File: config.mk
export PLATFORM = sky130hd
export DESIGN_NAME = gpc_config_top
export DESIGN_NICKNAME = d
export VERILOG_FILES = /design/src/gpc_pkg.sv /design/src/gpc_delay_if.sv /design/src/gpc_sync.sv /design/src/gpc_delay.sv /design/src/gpc_config_top.sv
export SDC_FILE = /design/constraint.sdc
export NUM_CORES = 1
export LEC_CHECK = 0
export CORE_MARGIN = 4
export CORE_UTILIZATION = 60
export CTS_BUF_LIST = sky130_fd_sc_hd__clkbuf_4 sky130_fd_sc_hd__clkbuf_8
export DETAILED_ROUTE_END_ITERATION = 12
export DONT_BUFFER_PORTS = 1
export GPL_ROUTABILITY_DRIVEN = 1
export HOLD_SLACK_MARGIN = 0.08
export PLACE_DENSITY = 0.83
export SETUP_SLACK_MARGIN = 0.3
export SYNTH_ARGS = -nofsm -noshare
export SYNTH_HDL_FRONTEND = slang
export SYNTH_SLANG_ARGS = --single-unit
File: constraint.sdc
create_clock -name clk -period 2.8 [get_ports clk]
set_clock_uncertainty 0.15 [all_clocks]
set_input_delay 0.14 -clock clk [delete_from_list [all_inputs] [get_ports clk]]
set_output_delay 0.14 -clock clk [all_outputs]
set_load 0.05 [all_outputs]
File: src/gpc_pkg.sv
// constants for the output, clocking and power-good configuration block
package gpc_pkg;
    localparam logic [7:0] ADDR_OUT_A_DELAY = 8'h10;
    localparam logic [7:0] ADDR_OUT_B_DELAY = 8'h11;
    localparam logic [7:0] ADDR_OUT_CTRL = 8'h12;
    localparam logic [7:0] ADDR_MISC = 8'h13;
    localparam logic [7:0] ADDR_LOOP = 8'h14;
    localparam logic [7:0] ADDR_POWER_OK_OUTPUT = 8'h15;
    localparam logic [7:0] ADDR_STATUS = 8'h20;
    localparam logic [7:0] RST_DELAY = 8'h00;
    localparam logic [7:0] RST_OUT_CTRL = 8'h44;
    localparam logic [7:0] OUT_CTRL_WMASK = 8'h77;
    localparam logic [7:0] RST_MISC = 8'h1f;
    localparam logic [7:0] RST_LOOP = 8'h01;
    localparam logic [7:0] RST_POWER_OK_OUTPUT = 8'h70;
    localparam int B_LEVEL_A = 0;
    localparam int B_GATE_A = 1;
    localparam int B_OD_A = 2;
    localparam int B_LEVEL_B = 4;
    localparam int B_GATE_B = 5;
    localparam int B_OD_B = 6;
    localparam int M_SPREAD = 0;
    localparam int M_THERM = 1;
    localparam int M_ENABLE_PIN_PULLDOWN = 2;
    localparam int M_CLK_PD = 3;
    localparam int M_PIN_FN = 4;
    localparam int M_STOP_SEL = 5;
    localparam int M_START_SEL = 6;
    localparam int L_LOOP_EN = 6;
    localparam int P_WIN_SW = 4;
    localparam int P_WIN_LIN = 5;
    localparam int P_OD = 6;
    localparam int P_POL = 7;
    localparam int unsigned CLK_MHZ = 250;
    localparam int unsigned STEP_FINE_US = 500;
    localparam int unsigned STEP_COARSE_US = 1000;
    localparam int unsigned PRESENCE_NS = 2000;
    localparam int unsigned PRESENCE_CYCLES = PRESENCE_NS * CLK_MHZ / 1000;
    localparam int CNT_W = 18;
    localparam logic [6:0] DEV_ADDR_DEFAULT = 7'h60;
endpackage

File: src/gpc_delay_if.sv
// interface between the register logic and one enable delay timer
`timescale 1ns/1ps
`default_nettype none
interface gpc_delay_if;
    logic enable_level;
    logic [3:0] start_code;
    logic [3:0] stop_code;
    logic start_coarse;
    logic stop_coarse;
    logic delayed;
    modport ctrl (output enable_level, start_code, stop_code, start_coarse, stop_coarse,
        input delayed);
    modport timer (input enable_level, start_code, stop_code, start_coarse, stop_coarse,
        output delayed);
endinterface
`default_nettype wire

File: src/gpc_sync.sv
// three-stage input synchroniser with agreement filter
`timescale 1ns/1ps
`default_nettype none
module gpc_sync #(
    parameter int W = 1,
    parameter logic [W-1:0] INIT = '0
) (
    // clock and reset
    input wire logic clk,
    input wire logic rst_n,
    // levels
    input wire logic [W-1:0] raw,
    output logic [W-1:0] filtered
);
    typedef struct packed {
        logic [W-1:0] s1;
        logic [W-1:0] s2;
        logic [W-1:0] s3;
        logic [W-1:0] filt;
    } gpc_sync_state_type;
    gpc_sync_state_type st, next_st;
    always_comb begin
        next_st = st;
        next_st.s1 = raw;
        next_st.s2 = st.s1;
        next_st.s3 = st.s2;
        // a bit moves only once stages two and three agree
        next_st.filt = (st.s2 & st.s3) | (st.filt & (st.s2 | st.s3));
    end
    always_ff @(posedge clk or negedge rst_n) begin
        if (!rst_n) begin
            st <= {INIT, INIT, INIT, INIT};
        end else begin
            st <= next_st;
        end
    end
    assign filtered = st.filt;
endmodule
`default_nettype wire

File: src/gpc_delay.sv
// startup and shutdown delay timer for one gated output
`timescale 1ns/1ps
`default_nettype none
module gpc_delay #(
    parameter int unsigned FINE_CYCLES = 125000,
    parameter int unsigned COARSE_CYCLES = 250000
) (
    // clock and reset
    input wire logic clk,
    input wire logic rst_n,
    // timer side
    gpc_delay_if.timer dl
);
    typedef struct packed {
        logic out;
        logic en_d;
        logic [gpc_pkg::CNT_W-1:0] tick;
        logic [3:0] step;
    } gpc_delay_state_type;
    gpc_delay_state_type st, next_st;
    logic [3:0] code;
    logic [gpc_pkg::CNT_W-1:0] last;
    assign code = dl.enable_level ? dl.start_code : dl.stop_code;
    assign last = (dl.enable_level ? dl.start_coarse : dl.stop_coarse)
        ? gpc_pkg::CNT_W'(COARSE_CYCLES - 1) : gpc_pkg::CNT_W'(FINE_CYCLES - 1);
    always_comb begin
        next_st = st;
        next_st.en_d = dl.enable_level;
        // an edge of enable restarts the wait from zero
        if (dl.enable_level != st.en_d) begin
            next_st.tick = '0;
            next_st.step = '0;
        end else if (dl.enable_level != st.out) begin
            if (st.step == code) begin
                next_st.out = dl.enable_level;
            end else if (st.tick == last) begin
                next_st.tick = '0;
                next_st.step = st.step + 4'h1;
            end else begin
                next_st.tick = st.tick + gpc_pkg::CNT_W'(1);
            end
        end
    end
    always_ff @(posedge clk or negedge rst_n) begin
        if (!rst_n) begin
            st <= '0;
        end else begin
            st <= next_st;
        end
    end
    assign dl.delayed = st.out;
endmodule
`default_nettype wire

File: src/gpc_config_top.sv
// configuration registers, serial slave and pin logic of the power block
`timescale 1ns/1ps
`default_nettype none
module gpc_config_top #(
    parameter int unsigned STEP_FINE_CYCLES = gpc_pkg::STEP_FINE_US * gpc_pkg::CLK_MHZ,
    parameter int unsigned STEP_COARSE_CYCLES = gpc_pkg::STEP_COARSE_US * gpc_pkg::CLK_MHZ,
    // bus address, value arbitrary
    parameter logic [6:0] DEVICE_ADDR = gpc_pkg::DEV_ADDR_DEFAULT
) (
    // clock and reset
    input wire logic clk,
    input wire logic rst_n,
    // serial control interface
    input wire logic scl_in,
    input wire logic sda_in,
    output logic sda_out,
    output logic sda_oe,
    // enable pin and rail comparators
    input wire logic enable_pin,
    input wire logic [3:0] rail_uv_ok,
    input wire logic [3:0] rail_ov_ok,
    // general output a pin
    output logic general_output_a_out,
    output logic general_output_a_oe,
    // clock pin, also general output b
    input wire logic external_clock_pin_in,
    output logic external_clock_pin_out,
    output logic external_clock_pin_oe,
    // power good pin
    output logic power_ok_output_out,
    output logic power_ok_output_oe,
    // analog and clocking controls
    output logic clock_pin_function,
    output logic clock_pin_pulldown,
    output logic enable_pin_pulldown,
    output logic thermal_warning_level,
    output logic spread_spectrum_on,
    output logic loop_enable,
    output logic use_external_clock,
    output logic [4:0] external_clock_rate,
    output logic external_clock_event
);
    typedef enum logic [2:0] {
        S_IDLE = 3'b000,
        S_ADDR = 3'b001,
        S_REG = 3'b010,
        S_WDATA = 3'b011,
        S_ACK = 3'b100,
        S_RDATA = 3'b101,
        S_RACK = 3'b110
    } gpc_bus_state_type;

    typedef struct packed {
        gpc_bus_state_type bus;
        gpc_bus_state_type after_ack;
        logic [3:0] cnt;
        logic [7:0] shreg;
        logic [7:0] ptr;
        logic scl_d;
        logic sda_d;
        logic sda_oe;
        logic [7:0] dly_a;
        logic [7:0] dly_b;
        logic [7:0] out_ctrl;
        logic [7:0] misc;
        logic [7:0] loop;
        logic [7:0] power_ok_output;
        logic clk_d;
        logic [9:0] idle_cnt;
        logic present;
        logic evt;
        logic a_out;
        logic a_oe;
        logic b_out;
        logic b_oe;
        logic p_out;
        logic p_oe;
    } gpc_top_state_type;

    gpc_top_state_type st, next_st;
    logic [11:0] filt;
    logic f_scl, f_sda, f_en, f_clk;
    logic [3:0] f_uv, f_ov;
    logic rise, fall, start, stop;
    logic [7:0] rd;
    logic [7:0] status;
    logic lvl_a, lvl_b, loop_on, clk_edge, good;
    logic [3:0] valid, window;

    gpc_delay_if dl_a ();
    gpc_delay_if dl_b ();

    // slow pins and comparators cross into clk here; bus lines idle high
    gpc_sync #(.W(12), .INIT(12'h003)) u_sync (
        .clk(clk),
        .rst_n(rst_n),
        .raw({rail_ov_ok, rail_uv_ok, external_clock_pin_in, enable_pin, sda_in, scl_in}),
        .filtered(filt)
    );
    assign f_scl = filt[0];
    assign f_sda = filt[1];
    assign f_en = filt[2];
    assign f_clk = filt[3];
    assign f_uv = filt[7:4];
    assign f_ov = filt[11:8];

    assign dl_a.enable_level = f_en;
    assign dl_a.start_code = st.dly_a[3:0];
    assign dl_a.stop_code = st.dly_a[7:4];
    assign dl_a.start_coarse = st.misc[gpc_pkg::M_START_SEL];
    assign dl_a.stop_coarse = st.misc[gpc_pkg::M_STOP_SEL];
    assign dl_b.enable_level = f_en;
    assign dl_b.start_code = st.dly_b[3:0];
    assign dl_b.stop_code = st.dly_b[7:4];
    assign dl_b.start_coarse = st.misc[gpc_pkg::M_START_SEL];
    assign dl_b.stop_coarse = st.misc[gpc_pkg::M_STOP_SEL];

    gpc_delay #(.FINE_CYCLES(STEP_FINE_CYCLES), .COARSE_CYCLES(STEP_COARSE_CYCLES)) u_dly_a (
        .clk(clk),
        .rst_n(rst_n),
        .dl(dl_a)
    );
    gpc_delay #(.FINE_CYCLES(STEP_FINE_CYCLES), .COARSE_CYCLES(STEP_COARSE_CYCLES)) u_dly_b (
        .clk(clk),
        .rst_n(rst_n),
        .dl(dl_b)
    );

    assign rise = f_scl && !st.scl_d;
    assign fall = !f_scl && st.scl_d;
    assign start = f_scl && st.scl_d && st.sda_d && !f_sda;
    assign stop = f_scl && st.scl_d && !st.sda_d && f_sda;

    // level bit alone, or level and delayed enable
    assign lvl_a = st.out_ctrl[gpc_pkg::B_LEVEL_A]
        && (!st.out_ctrl[gpc_pkg::B_GATE_A] || dl_a.delayed);
    assign lvl_b = st.out_ctrl[gpc_pkg::B_LEVEL_B]
        && (!st.out_ctrl[gpc_pkg::B_GATE_B] || dl_b.delayed);

    // rail order: switcher 0, switcher 1, linear 0, linear 1
    assign window = {{2{st.power_ok_output[gpc_pkg::P_WIN_LIN]}}, {2{st.power_ok_output[gpc_pkg::P_WIN_SW]}}};
    assign valid = f_uv & (~window | f_ov);
    assign good = &(valid | ~st.power_ok_output[3:0]);

    assign loop_on = st.loop[gpc_pkg::L_LOOP_EN] && st.misc[gpc_pkg::M_PIN_FN];
    assign clk_edge = f_clk != st.clk_d;
    assign status = {2'h0, f_en, dl_b.delayed, dl_a.delayed, use_external_clock, st.present,
        good};

    always_comb begin
        case (st.ptr)
            gpc_pkg::ADDR_OUT_A_DELAY: rd = st.dly_a;
            gpc_pkg::ADDR_OUT_B_DELAY: rd = st.dly_b;
            gpc_pkg::ADDR_OUT_CTRL: rd = st.out_ctrl;
            gpc_pkg::ADDR_MISC: rd = st.misc;
            gpc_pkg::ADDR_LOOP: rd = st.loop;
            gpc_pkg::ADDR_POWER_OK_OUTPUT: rd = st.power_ok_output;
            gpc_pkg::ADDR_STATUS: rd = status;
            default: rd = 8'h00;
        endcase
    end

    always_comb begin
        next_st = st;
        next_st.scl_d = f_scl;
        next_st.sda_d = f_sda;
        if (start) begin
            next_st.bus = S_ADDR;
            next_st.cnt = 4'h0;
            next_st.sda_oe = 1'b0;
        end else if (stop) begin
            next_st.bus = S_IDLE;
            next_st.sda_oe = 1'b0;
        end else begin
            case (st.bus)
                S_ADDR, S_REG, S_WDATA: begin
                    if (rise && st.cnt != 4'h8) begin
                        next_st.shreg = {st.shreg[6:0], f_sda};
                        next_st.cnt = st.cnt + 4'h1;
                    end else if (fall && st.cnt == 4'h8) begin
                        next_st.cnt = 4'h0;
                        next_st.bus = S_ACK;
                        next_st.sda_oe = 1'b1;
                        if (st.bus == S_ADDR) begin
                            next_st.after_ack = st.shreg[0] ? S_RDATA : S_REG;
                            // another slave's address: stay off the bus
                            if (st.shreg[7:1] != DEVICE_ADDR) begin
                                next_st.bus = S_IDLE;
                                next_st.sda_oe = 1'b0;
                            end
                        end else if (st.bus == S_REG) begin
                            next_st.ptr = st.shreg;
                            next_st.after_ack = S_WDATA;
                        end else begin
                            next_st.after_ack = S_WDATA;
                            next_st.ptr = st.ptr + 8'h01;
                            case (st.ptr)
                                gpc_pkg::ADDR_OUT_A_DELAY: next_st.dly_a = st.shreg;
                                gpc_pkg::ADDR_OUT_B_DELAY: next_st.dly_b = st.shreg;
                                // reserved bits 7 and 3 stay zero
                                gpc_pkg::ADDR_OUT_CTRL:
                                    next_st.out_ctrl = st.shreg & gpc_pkg::OUT_CTRL_WMASK;
                                gpc_pkg::ADDR_MISC: next_st.misc = st.shreg;
                                // bit 5 and rate codes above 8'h17 kept as written
                                gpc_pkg::ADDR_LOOP: next_st.loop = st.shreg;
                                gpc_pkg::ADDR_POWER_OK_OUTPUT: next_st.power_ok_output = st.shreg;
                                default: next_st.ptr = st.ptr + 8'h01;
                            endcase
                        end
                    end
                end
                S_ACK: begin
                    if (fall) begin
                        next_st.bus = st.after_ack;
                        next_st.cnt = 4'h0;
                        next_st.sda_oe = 1'b0;
                        if (st.after_ack == S_RDATA) begin
                            next_st.shreg = rd;
                            next_st.sda_oe = !rd[7];
                        end
                    end
                end
                S_RDATA: begin
                    if (fall) begin
                        next_st.cnt = st.cnt + 4'h1;
                        if (st.cnt == 4'h7) begin
                            next_st.sda_oe = 1'b0;
                            next_st.bus = S_RACK;
                            next_st.ptr = st.ptr + 8'h01;
                        end else begin
                            next_st.shreg = {st.shreg[6:0], 1'b0};
                            next_st.sda_oe = !st.shreg[6];
                        end
                    end
                end
                S_RACK: begin
                    // a master nack ends the read
                    if (rise && f_sda) begin
                        next_st.bus = S_IDLE;
                    end else if (fall) begin
                        next_st.bus = S_RDATA;
                        next_st.cnt = 4'h0;
                        next_st.shreg = rd;
                        next_st.sda_oe = !rd[7];
                    end
                end
                default: begin
                    next_st.bus = S_IDLE;
                    next_st.sda_oe = 1'b0;
                end
            endcase
        end

        // presence needs an edge at least every two slowest clock periods
        next_st.clk_d = f_clk;
        if (!loop_on) begin
            next_st.present = 1'b0;
            next_st.idle_cnt = '0;
        end else if (clk_edge) begin
            next_st.present = 1'b1;
            next_st.idle_cnt = '0;
        end else if (st.idle_cnt == 10'(gpc_pkg::PRESENCE_CYCLES - 1)) begin
            next_st.present = 1'b0;
        end else begin
            next_st.idle_cnt = st.idle_cnt + 10'h001;
        end
        next_st.evt = st.loop[gpc_pkg::L_LOOP_EN] && (next_st.present != st.present);

        next_st.a_out = !st.out_ctrl[gpc_pkg::B_OD_A] && lvl_a;
        next_st.a_oe = st.out_ctrl[gpc_pkg::B_OD_A] ? !lvl_a : 1'b1;
        if (st.misc[gpc_pkg::M_PIN_FN]) begin
            next_st.b_out = 1'b0;
            next_st.b_oe = 1'b0;
        end else begin
            next_st.b_out = !st.out_ctrl[gpc_pkg::B_OD_B] && lvl_b;
            next_st.b_oe = st.out_ctrl[gpc_pkg::B_OD_B] ? !lvl_b : 1'b1;
        end
        next_st.p_out = !st.power_ok_output[gpc_pkg::P_OD] && (good ^ st.power_ok_output[gpc_pkg::P_POL]);
        next_st.p_oe = st.power_ok_output[gpc_pkg::P_OD]
            ? !(good ^ st.power_ok_output[gpc_pkg::P_POL]) : 1'b1;
    end

    always_ff @(posedge clk or negedge rst_n) begin
        if (!rst_n) begin
            st <= '0;
            st.scl_d <= 1'b1;
            st.sda_d <= 1'b1;
            st.dly_a <= gpc_pkg::RST_DELAY;
            st.dly_b <= gpc_pkg::RST_DELAY;
            st.out_ctrl <= gpc_pkg::RST_OUT_CTRL;
            st.misc <= gpc_pkg::RST_MISC;
            st.loop <= gpc_pkg::RST_LOOP;
            st.power_ok_output <= gpc_pkg::RST_POWER_OK_OUTPUT;
        end else begin
            st <= next_st;
        end
    end

    assign sda_out = 1'b0;
    assign sda_oe = st.sda_oe;
    assign general_output_a_out = st.a_out;
    assign general_output_a_oe = st.a_oe;
    assign external_clock_pin_out = st.b_out;
    assign external_clock_pin_oe = st.b_oe;
    assign power_ok_output_out = st.p_out;
    assign power_ok_output_oe = st.p_oe;
    assign clock_pin_function = st.misc[gpc_pkg::M_PIN_FN];
    assign clock_pin_pulldown = st.misc[gpc_pkg::M_CLK_PD];
    assign enable_pin_pulldown = st.misc[gpc_pkg::M_ENABLE_PIN_PULLDOWN];
    assign thermal_warning_level = st.misc[gpc_pkg::M_THERM];
    assign spread_spectrum_on = st.misc[gpc_pkg::M_SPREAD];
    assign loop_enable = st.loop[gpc_pkg::L_LOOP_EN];
    assign use_external_clock = st.present;
    assign external_clock_rate = st.loop[4:0];
    assign external_clock_event = st.evt;
endmodule
`default_nettype wire

* Word-level counts from Yosys, hierarchy flattened
Index checks and enable logic that the tools add are counted.
** Operators by class
- Mux-type cells :: 75
- Reduce and logical (&&, ||, !) cells :: 60
- Bitwise gates (word level) :: 16
- Eq/ne operators :: 56
- $add $sub $neg :: 7
** Operator list (count)
- $mux W22 :: 6
- $mux W8 :: 13
- $mux W49 :: 2
- $mux W48 :: 2
- $pmux W8 S7 :: 1
- $reduce_and A8 Y1 :: 7
- $mux W18 :: 3
- $eq A8 B5 Y1 const B :: 6
- $pmux W12 S4 :: 1
- $mux W20 :: 2
- $add A18 B1 Y18 const B :: 2
- $eq A18 B18 Y1 :: 2
- $mux W12 :: 3
- $ne A4 B4 Y1 const B :: 9
- $mux W3 :: 11
- $ne A2 B2 Y1 const B :: 13
- $and A12 B12 Y12 :: 2
- $mux W4 :: 6
- $or A12 B12 Y12 :: 2
- $mux W11 :: 2
- $mux W10 :: 2
- $logic_and A1 B1 Y1 :: 17
- $pmux W8 S2 :: 1
- $mux W1 :: 15
- other kinds (39) :: 84
** Storage, ports and cells
- Register bits after elaboration :: 189
- Bits of input ports :: 14
- Word-level logic and storage cells :: 249

* Depth between registers and ports, before layout
- Depth in word-level cells :: 12
- Depth in mapped cells :: 9
- Mapped depth without buffers :: 7

* Cells and area by module
Synthesis repeated with hierarchy kept, for this count alone.
** Second synthesis, totals
- Cell total of the unflattened synthesis :: 891
- Area, all modules :: 9806.9 µm²
** By module, submodules not included
- gpc_config_top :: cells each 474, area an instance 5031.1 µm², seq. area each 2368.5 µm², times used 1
- gpc_delay at u_dly_b :: cells each 182, area an instance 1754.2 µm², seq. area each 600.6 µm², times used 1
- gpc_delay at u_dly_a :: cells each 163, area an instance 1585.3 µm², seq. area each 600.6 µm², times used 1
- gpc_sync :: cells each 72, area an instance 1436.4 µm², seq. area each 1211.2 µm², times used 1

* Worst setup path before layout
Ideal clock, no wire load.
- Path type :: flip-flop to flip-flop
- From :: register st[69] (netlist bit)
- To :: register st (netlist bit dl_a.start_coarse)
- Arrival time :: 2.000 ns
- Path slack :: 0.525 ns
- Stages on the path, launching flop included :: 8
- Path buffers :: 2
- Required time :: 2.525 ns
- Path through :: dfstp_2 > nor2b_1 > buf_2 > nand3_1 > nor2_1 > and2_1 > buf_2 > mux2_2
** On the way
- Longest elaborated chain between the ends :: 5
- Elaborated cells on any way between the ends :: 14
- Classes of those cells :: bitwise: 3; reduce/logical: 11
** RTL lines
- from (decl) :: RTL line gpc_config_top.sv:80 : gpc_top_state_type st, next_st;
- from (signal assigned) :: RTL line gpc_config_top.sv:295 : st <= next_st;
- $logic_not A1 Y1 or $logic_and A1 B1 Y1 (tied branches) :: RTL line gpc_config_top.sv:129, gpc_config_top.sv:131, gpc_config_top.sv:132
- $logic_and A1 B1 Y1 (on tied branches) :: RTL line gpc_config_top.sv:129, gpc_config_top.sv:131, gpc_config_top.sv:132
- $logic_and A1 B1 Y1 (on tied branches) :: RTL line gpc_config_top.sv:177, gpc_config_top.sv:131, gpc_config_top.sv:132
- $not A1 Y1 (no line)
- $reduce_and A8 Y1 (no line) (*)
Every way passes the cells marked *; elsewhere a longest branch is shown, timed or not.
A chain may end at the register's enable or synchronous reset.

* Worst setup path in the final report
- From :: register st[86] (netlist bit)
- To :: register st[20] (netlist bit)
** On the way
- Longest elaborated chain between the ends :: 4
- Elaborated cells on any way between the ends :: 6
- Classes of those cells :: eq/ne: 2; bitwise: 1; reduce/logical: 3
** RTL lines
- $ne A4 B4 Y1 :: RTL line gpc_config_top.sv:177 : if (rise && st.cnt != 4'h8) begin
- $logic_and A1 B1 Y1 :: RTL line gpc_config_top.sv:177
- $not A1 Y1 (no line)
- $reduce_and A8 Y1 (no line) (*)
Marked as above.

==> summary.md <==
| Metric | Value |
|---|---|
| Remaining antenna violation count after routing | 0 |
| Final Max Slew Viols | 0 |
| Floorplan core area | ~15000 µm² |
| Path category of the worst min-delay check | in2async |
| HPWL after detailed placement | 13240 µm |
| Worst setup timing slack at the placement stage | 0.1942 ns |
| GRT Util Overall | 0.2376 |
| Kind of end point of the critical path | flip-flop |
| Clock tree from TritonCTS | yes |
| Global-route wire length before repair | 33970 µm |
| First DRT Iteration DRCs | 679 |
| Portion of the clock cycle consumed by the worst path in the final layout | 0.8769 |
| Maximum vdd ir drop | around 0.4 mV |
| Number of optimization iterations in the first detailed-route pass | 7 |
| Violations in the final reports | hold timing |
| Commonest non-fill, non-tap cells in the layout | sky130_fd_sc_hd__dfrtp_1, sky130_fd_sc_hd__nor2_1, sky130_fd_sc_hd__nand2_1, sky130_fd_sc_hd__mux2_2, sky130_fd_sc_hd__o21ai_0 |
| Largest net degree at the start of global routing | 190 |
| CTS max path bufs | 2 |
| Yosys top cell by area | sky130_fd_sc_hd__dfrtp_1 |
| Crit Path Category | reg2reg |
| Cts hold-fix bufs | 24 |
| Clock tree root driver cell | sky130_fd_sc_hd__clkbuf_8 |
| Most area-consuming cells after synthesis | sky130_fd_sc_hd__dfrtp_1, sky130_fd_sc_hd__mux2_2, sky130_fd_sc_hd__dfstp_2 |
| Worst setup margin | 0.3446 ns |
| Worst-path maximum fanout | 8 |
| Synth async-reset ratio | 1.000 |
| Die span in x | 132.1 µm |
| Fraction of synthesized cell area taken by the top area cell type | 0.4550 |
| Kind of start point of the critical path | flip-flop |
| Shortest period the worst path allows | between 2 and 2.5 ns |
| Total number of vias | slightly below 7000 |
| Max_slew headroom | 0.5895 |
| Proportion of synthesized chip area in sequential cells | 0.5148 |
| Row Count | 45 |
| Post-synthesis net count | 886 |
| Post-detailed-route via-to-cell ratio | between 6 and 7 |
| Detail-routed net length per standard cell | ~19 µm |
| Initial Util | 0.6100 |
| Proportion of layout cells with a drive suffix above 1 | 0.1899 |
| Die footprint | 17450 µm² |
| Total routed wirelength | 20130 µm |
| Final global-route overflow total | 0 |
| Endpoints failing hold | between 150 and 200 |
| Cell count after synthesis | approximately 860 |
| Leading cell type in the layout, fill and taps excluded | sky130_fd_sc_hd__dfrtp_1 |
| Actual transition at the worst max-transition pin | 0.6158 ns |
| Achievable frequency | 407.3 MHz |
| Count of flip-flops with a built-in enable after synthesis | 0 |
| Post-synthesis average cell area | 10.73 µm² |
| Clock-pin slew reported for the worst setup and hold paths after clock tree synthesis | around 0.11 ns |
| Leakage Power | ~4.3 nW |
| Critical path required time | about 3 ns |
| Pwr/cell area | ~620 nW/µm² |
| Port-buffer cells | 0 |
| Nets@finish | 907 |
| Final-layout setup total negative slack | 0 ns |
| Arr. time, crit path | approximately 2.7 ns |
| Ports | 35 |
| Antenna violations before repair | 0 |
| Setup violators final | 0 |
| Total standard cell area after synthesis | ~9200 µm² |
| Worst-Skew Late Latency | 0.48 ns |
| Number of maximum-capacitance constraint violations | 0 |
| Number of design rule violations left after detail routing | 0 |
| Clk sinks | around 190 |
| Setup repair after global routing missed its margin | yes |
| Via count of the first global-routing pass | around 6800 |
| Cell variety after synth | 79 |
| Depth of the CTS H-tree | 4 |
| Number of cells on the worst reg-to-reg path | 8 |
| Leading register cell type out of synthesis | sky130_fd_sc_hd__dfrtp_1 |
| Number of buffers created by CTS | 17 |
| Ant diodes | 0 |
| Growth of design area from synthesis to finish | 9.805% |
| Routability-driven placement congestion ratio | between 0.8 and 0.9 |
| Status | finished with violations |
| Die boundary height | 132.1 µm |
| Total number of yosys warnings | 0 |
| Worst Hold Margin | -0.8020 ns |
| FF+latch count, synth | around 190 |
-- cell families after synthesis --
| logic type | Yosys count | synth area share |
|---|---|---|
| and+or+nand+nor | 275 | 0.1609 |
| muxes | 70 | 0.08370 |
| AOI/OAI and AO/OA | 208 | 0.1556 |
| other | 1 | 0.0004059 |
| xor gates and xnor gates | 22 | 0.02167 |
| DFF | 189 | 0.5148 |
| adders and majority gates | 23 | 0.02790 |
| buffers and inverters | 73 | 0.03508 |
-- routing by layer --
metal	global-route usage	up-vias	part of all wire
met5	0	-	0
met4	0.08401	0	0.022
met3	0.04618	43	0.056
met2	0.3771	221	0.48
met1	0.3301	3461	0.44
li1	-	3233	-
-- sequential cells by signal, summed over array words and instances (netlist names), 4 cells and up --
register             flops
u_dly_a.st              22
dl_a.start_code          4
u_sync.st               12
u_sync.filtered         12
dl_b.stop_code           4
external_clock_rate      5
dl_a.stop_code           4
u_dly_b.st              23
st                      56
dl_b.start_code          4
u_sync.next_st          24
-- critical path, stage by stage (launching register included) --
cell and delay (ns):
sky130_fd_sc_hd__dfrtp_1 0.44, sky130_fd_sc_hd__inv_1 0.07, sky130_fd_sc_hd__ha_1 0.15, sky130_fd_sc_hd__and3b_1 0.25, sky130_fd_sc_hd__nand3_1 0.21, sky130_fd_sc_hd__nor2_1 0.17, sky130_fd_sc_hd__buf_4 0.17, sky130_fd_sc_hd__nand4_2 0.33
sky130_fd_sc_hd__mux2_2 0.40
-- path summary, 6_finish.rpt --
| kind | start | to | slack [ns] |
|---|---|---|---|
| max reg2reg | st[86] | st[20] | 0.34 |
| min | rst_n | u_dly_a.st[7] | -0.80 |
| min in group clk | u_sync.next_st[35] | u_sync.next_st[23] | 0.20 |
| min reg2reg | u_sync.next_st[35] | u_sync.next_st[23] | 0.20 |
| max | st[86] | st[20] | 0.34 |
| max in group asynchronous | rst_n | st[24] | 2.98 |
-- cell type report --
class	count	area [µm²]
clock buffers	18	241.5
clock inverters	14	190.2
fillers	1069	5001
inverters	25	93.84
multi-input cells	599	4192
flip-flops and latches	189	4757
well taps	188	235.2
repair buffers	50	435.4
-- cell usage after synthesis (10+ instances only) --
cell type,count
sky130_fd_sc_hd__and3_1,12
sky130_fd_sc_hd__nor2_1,65
sky130_fd_sc_hd__inv_1,24
sky130_fd_sc_hd__nor2b_1,11
sky130_fd_sc_hd__buf_2,12
sky130_fd_sc_hd__a31oi_1,16
sky130_fd_sc_hd__nor3_1,11
sky130_fd_sc_hd__a22o_1,15
sky130_fd_sc_hd__mux2i_1,12
sky130_fd_sc_hd__nand2_1,58
sky130_fd_sc_hd__ha_1,11
sky130_fd_sc_hd__o22ai_1,10
sky130_fd_sc_hd__nand2b_1,11
sky130_fd_sc_hd__clkbuf_1,25
sky130_fd_sc_hd__or4_1,11
sky130_fd_sc_hd__mux2_2,58
sky130_fd_sc_hd__dfstp_2,21
sky130_fd_sc_hd__o21ai_0,40
sky130_fd_sc_hd__nand3_1,27
sky130_fd_sc_hd__dfrtp_1,168
sky130_fd_sc_hd__xor2_1,17
sky130_fd_sc_hd__a21oi_1,38
sky130_fd_sc_hd__or3_1,10
sky130_fd_sc_hd__maj3_1,12
sky130_fd_sc_hd__a22oi_1,15
-- per-stage QoR --
| step | instances | utilization | hold WS, ns | area, µm² | power (mW) |
|---|---|---|---|---|---|
| 5_1_grt | 1083 | 0.6698 | -0.8290 | 10140 | 6.562 |
| 6_report | 1083 | 0.6698 | -0.8020 | 10140 | 6.259 |
| 4_1_cts | 1080 | 0.6667 | -0.8236 | 10100 | 6.272 |
| 2_1_floorplan | 861 | - | -0.3056 | 9239 | 4.004 |
| 3_5_place_dp | 1024 | 0.6217 | -0.2959 | 9417 | 4.350 |
| 3_3_place_gp | 1024 | 0.6217 | -0.2965 | 9417 | 4.309 |
-- report_power, final --
| part | total (mW) | internal (mW) | switching (mW) | leakage [nW] |
|---|---|---|---|---|
| Sequential | 3.36 | 2.95 | 0.408 | 2.40 |
| Clock | 1.89 | 0.783 | 1.11 | 0.219 |
| Combinational | 1.01 | 0.462 | 0.548 | 1.67 |
| Total | 6.26 | 4.19 | 2.07 | 4.29 |
-- repair_timing --
| item | in CTS | in global routing |
|---|---|---|
| endpoints found under the hold margin | 201 | 189 |
| pin swaps | 0 | 0 |
| setup endpoints to repair | 15 | 56 |
| gates resized for setup | 2 | 8 |
| buffers inserted | 0 | 3 |
No activity file was read; power rests on OpenSTA's default activity.
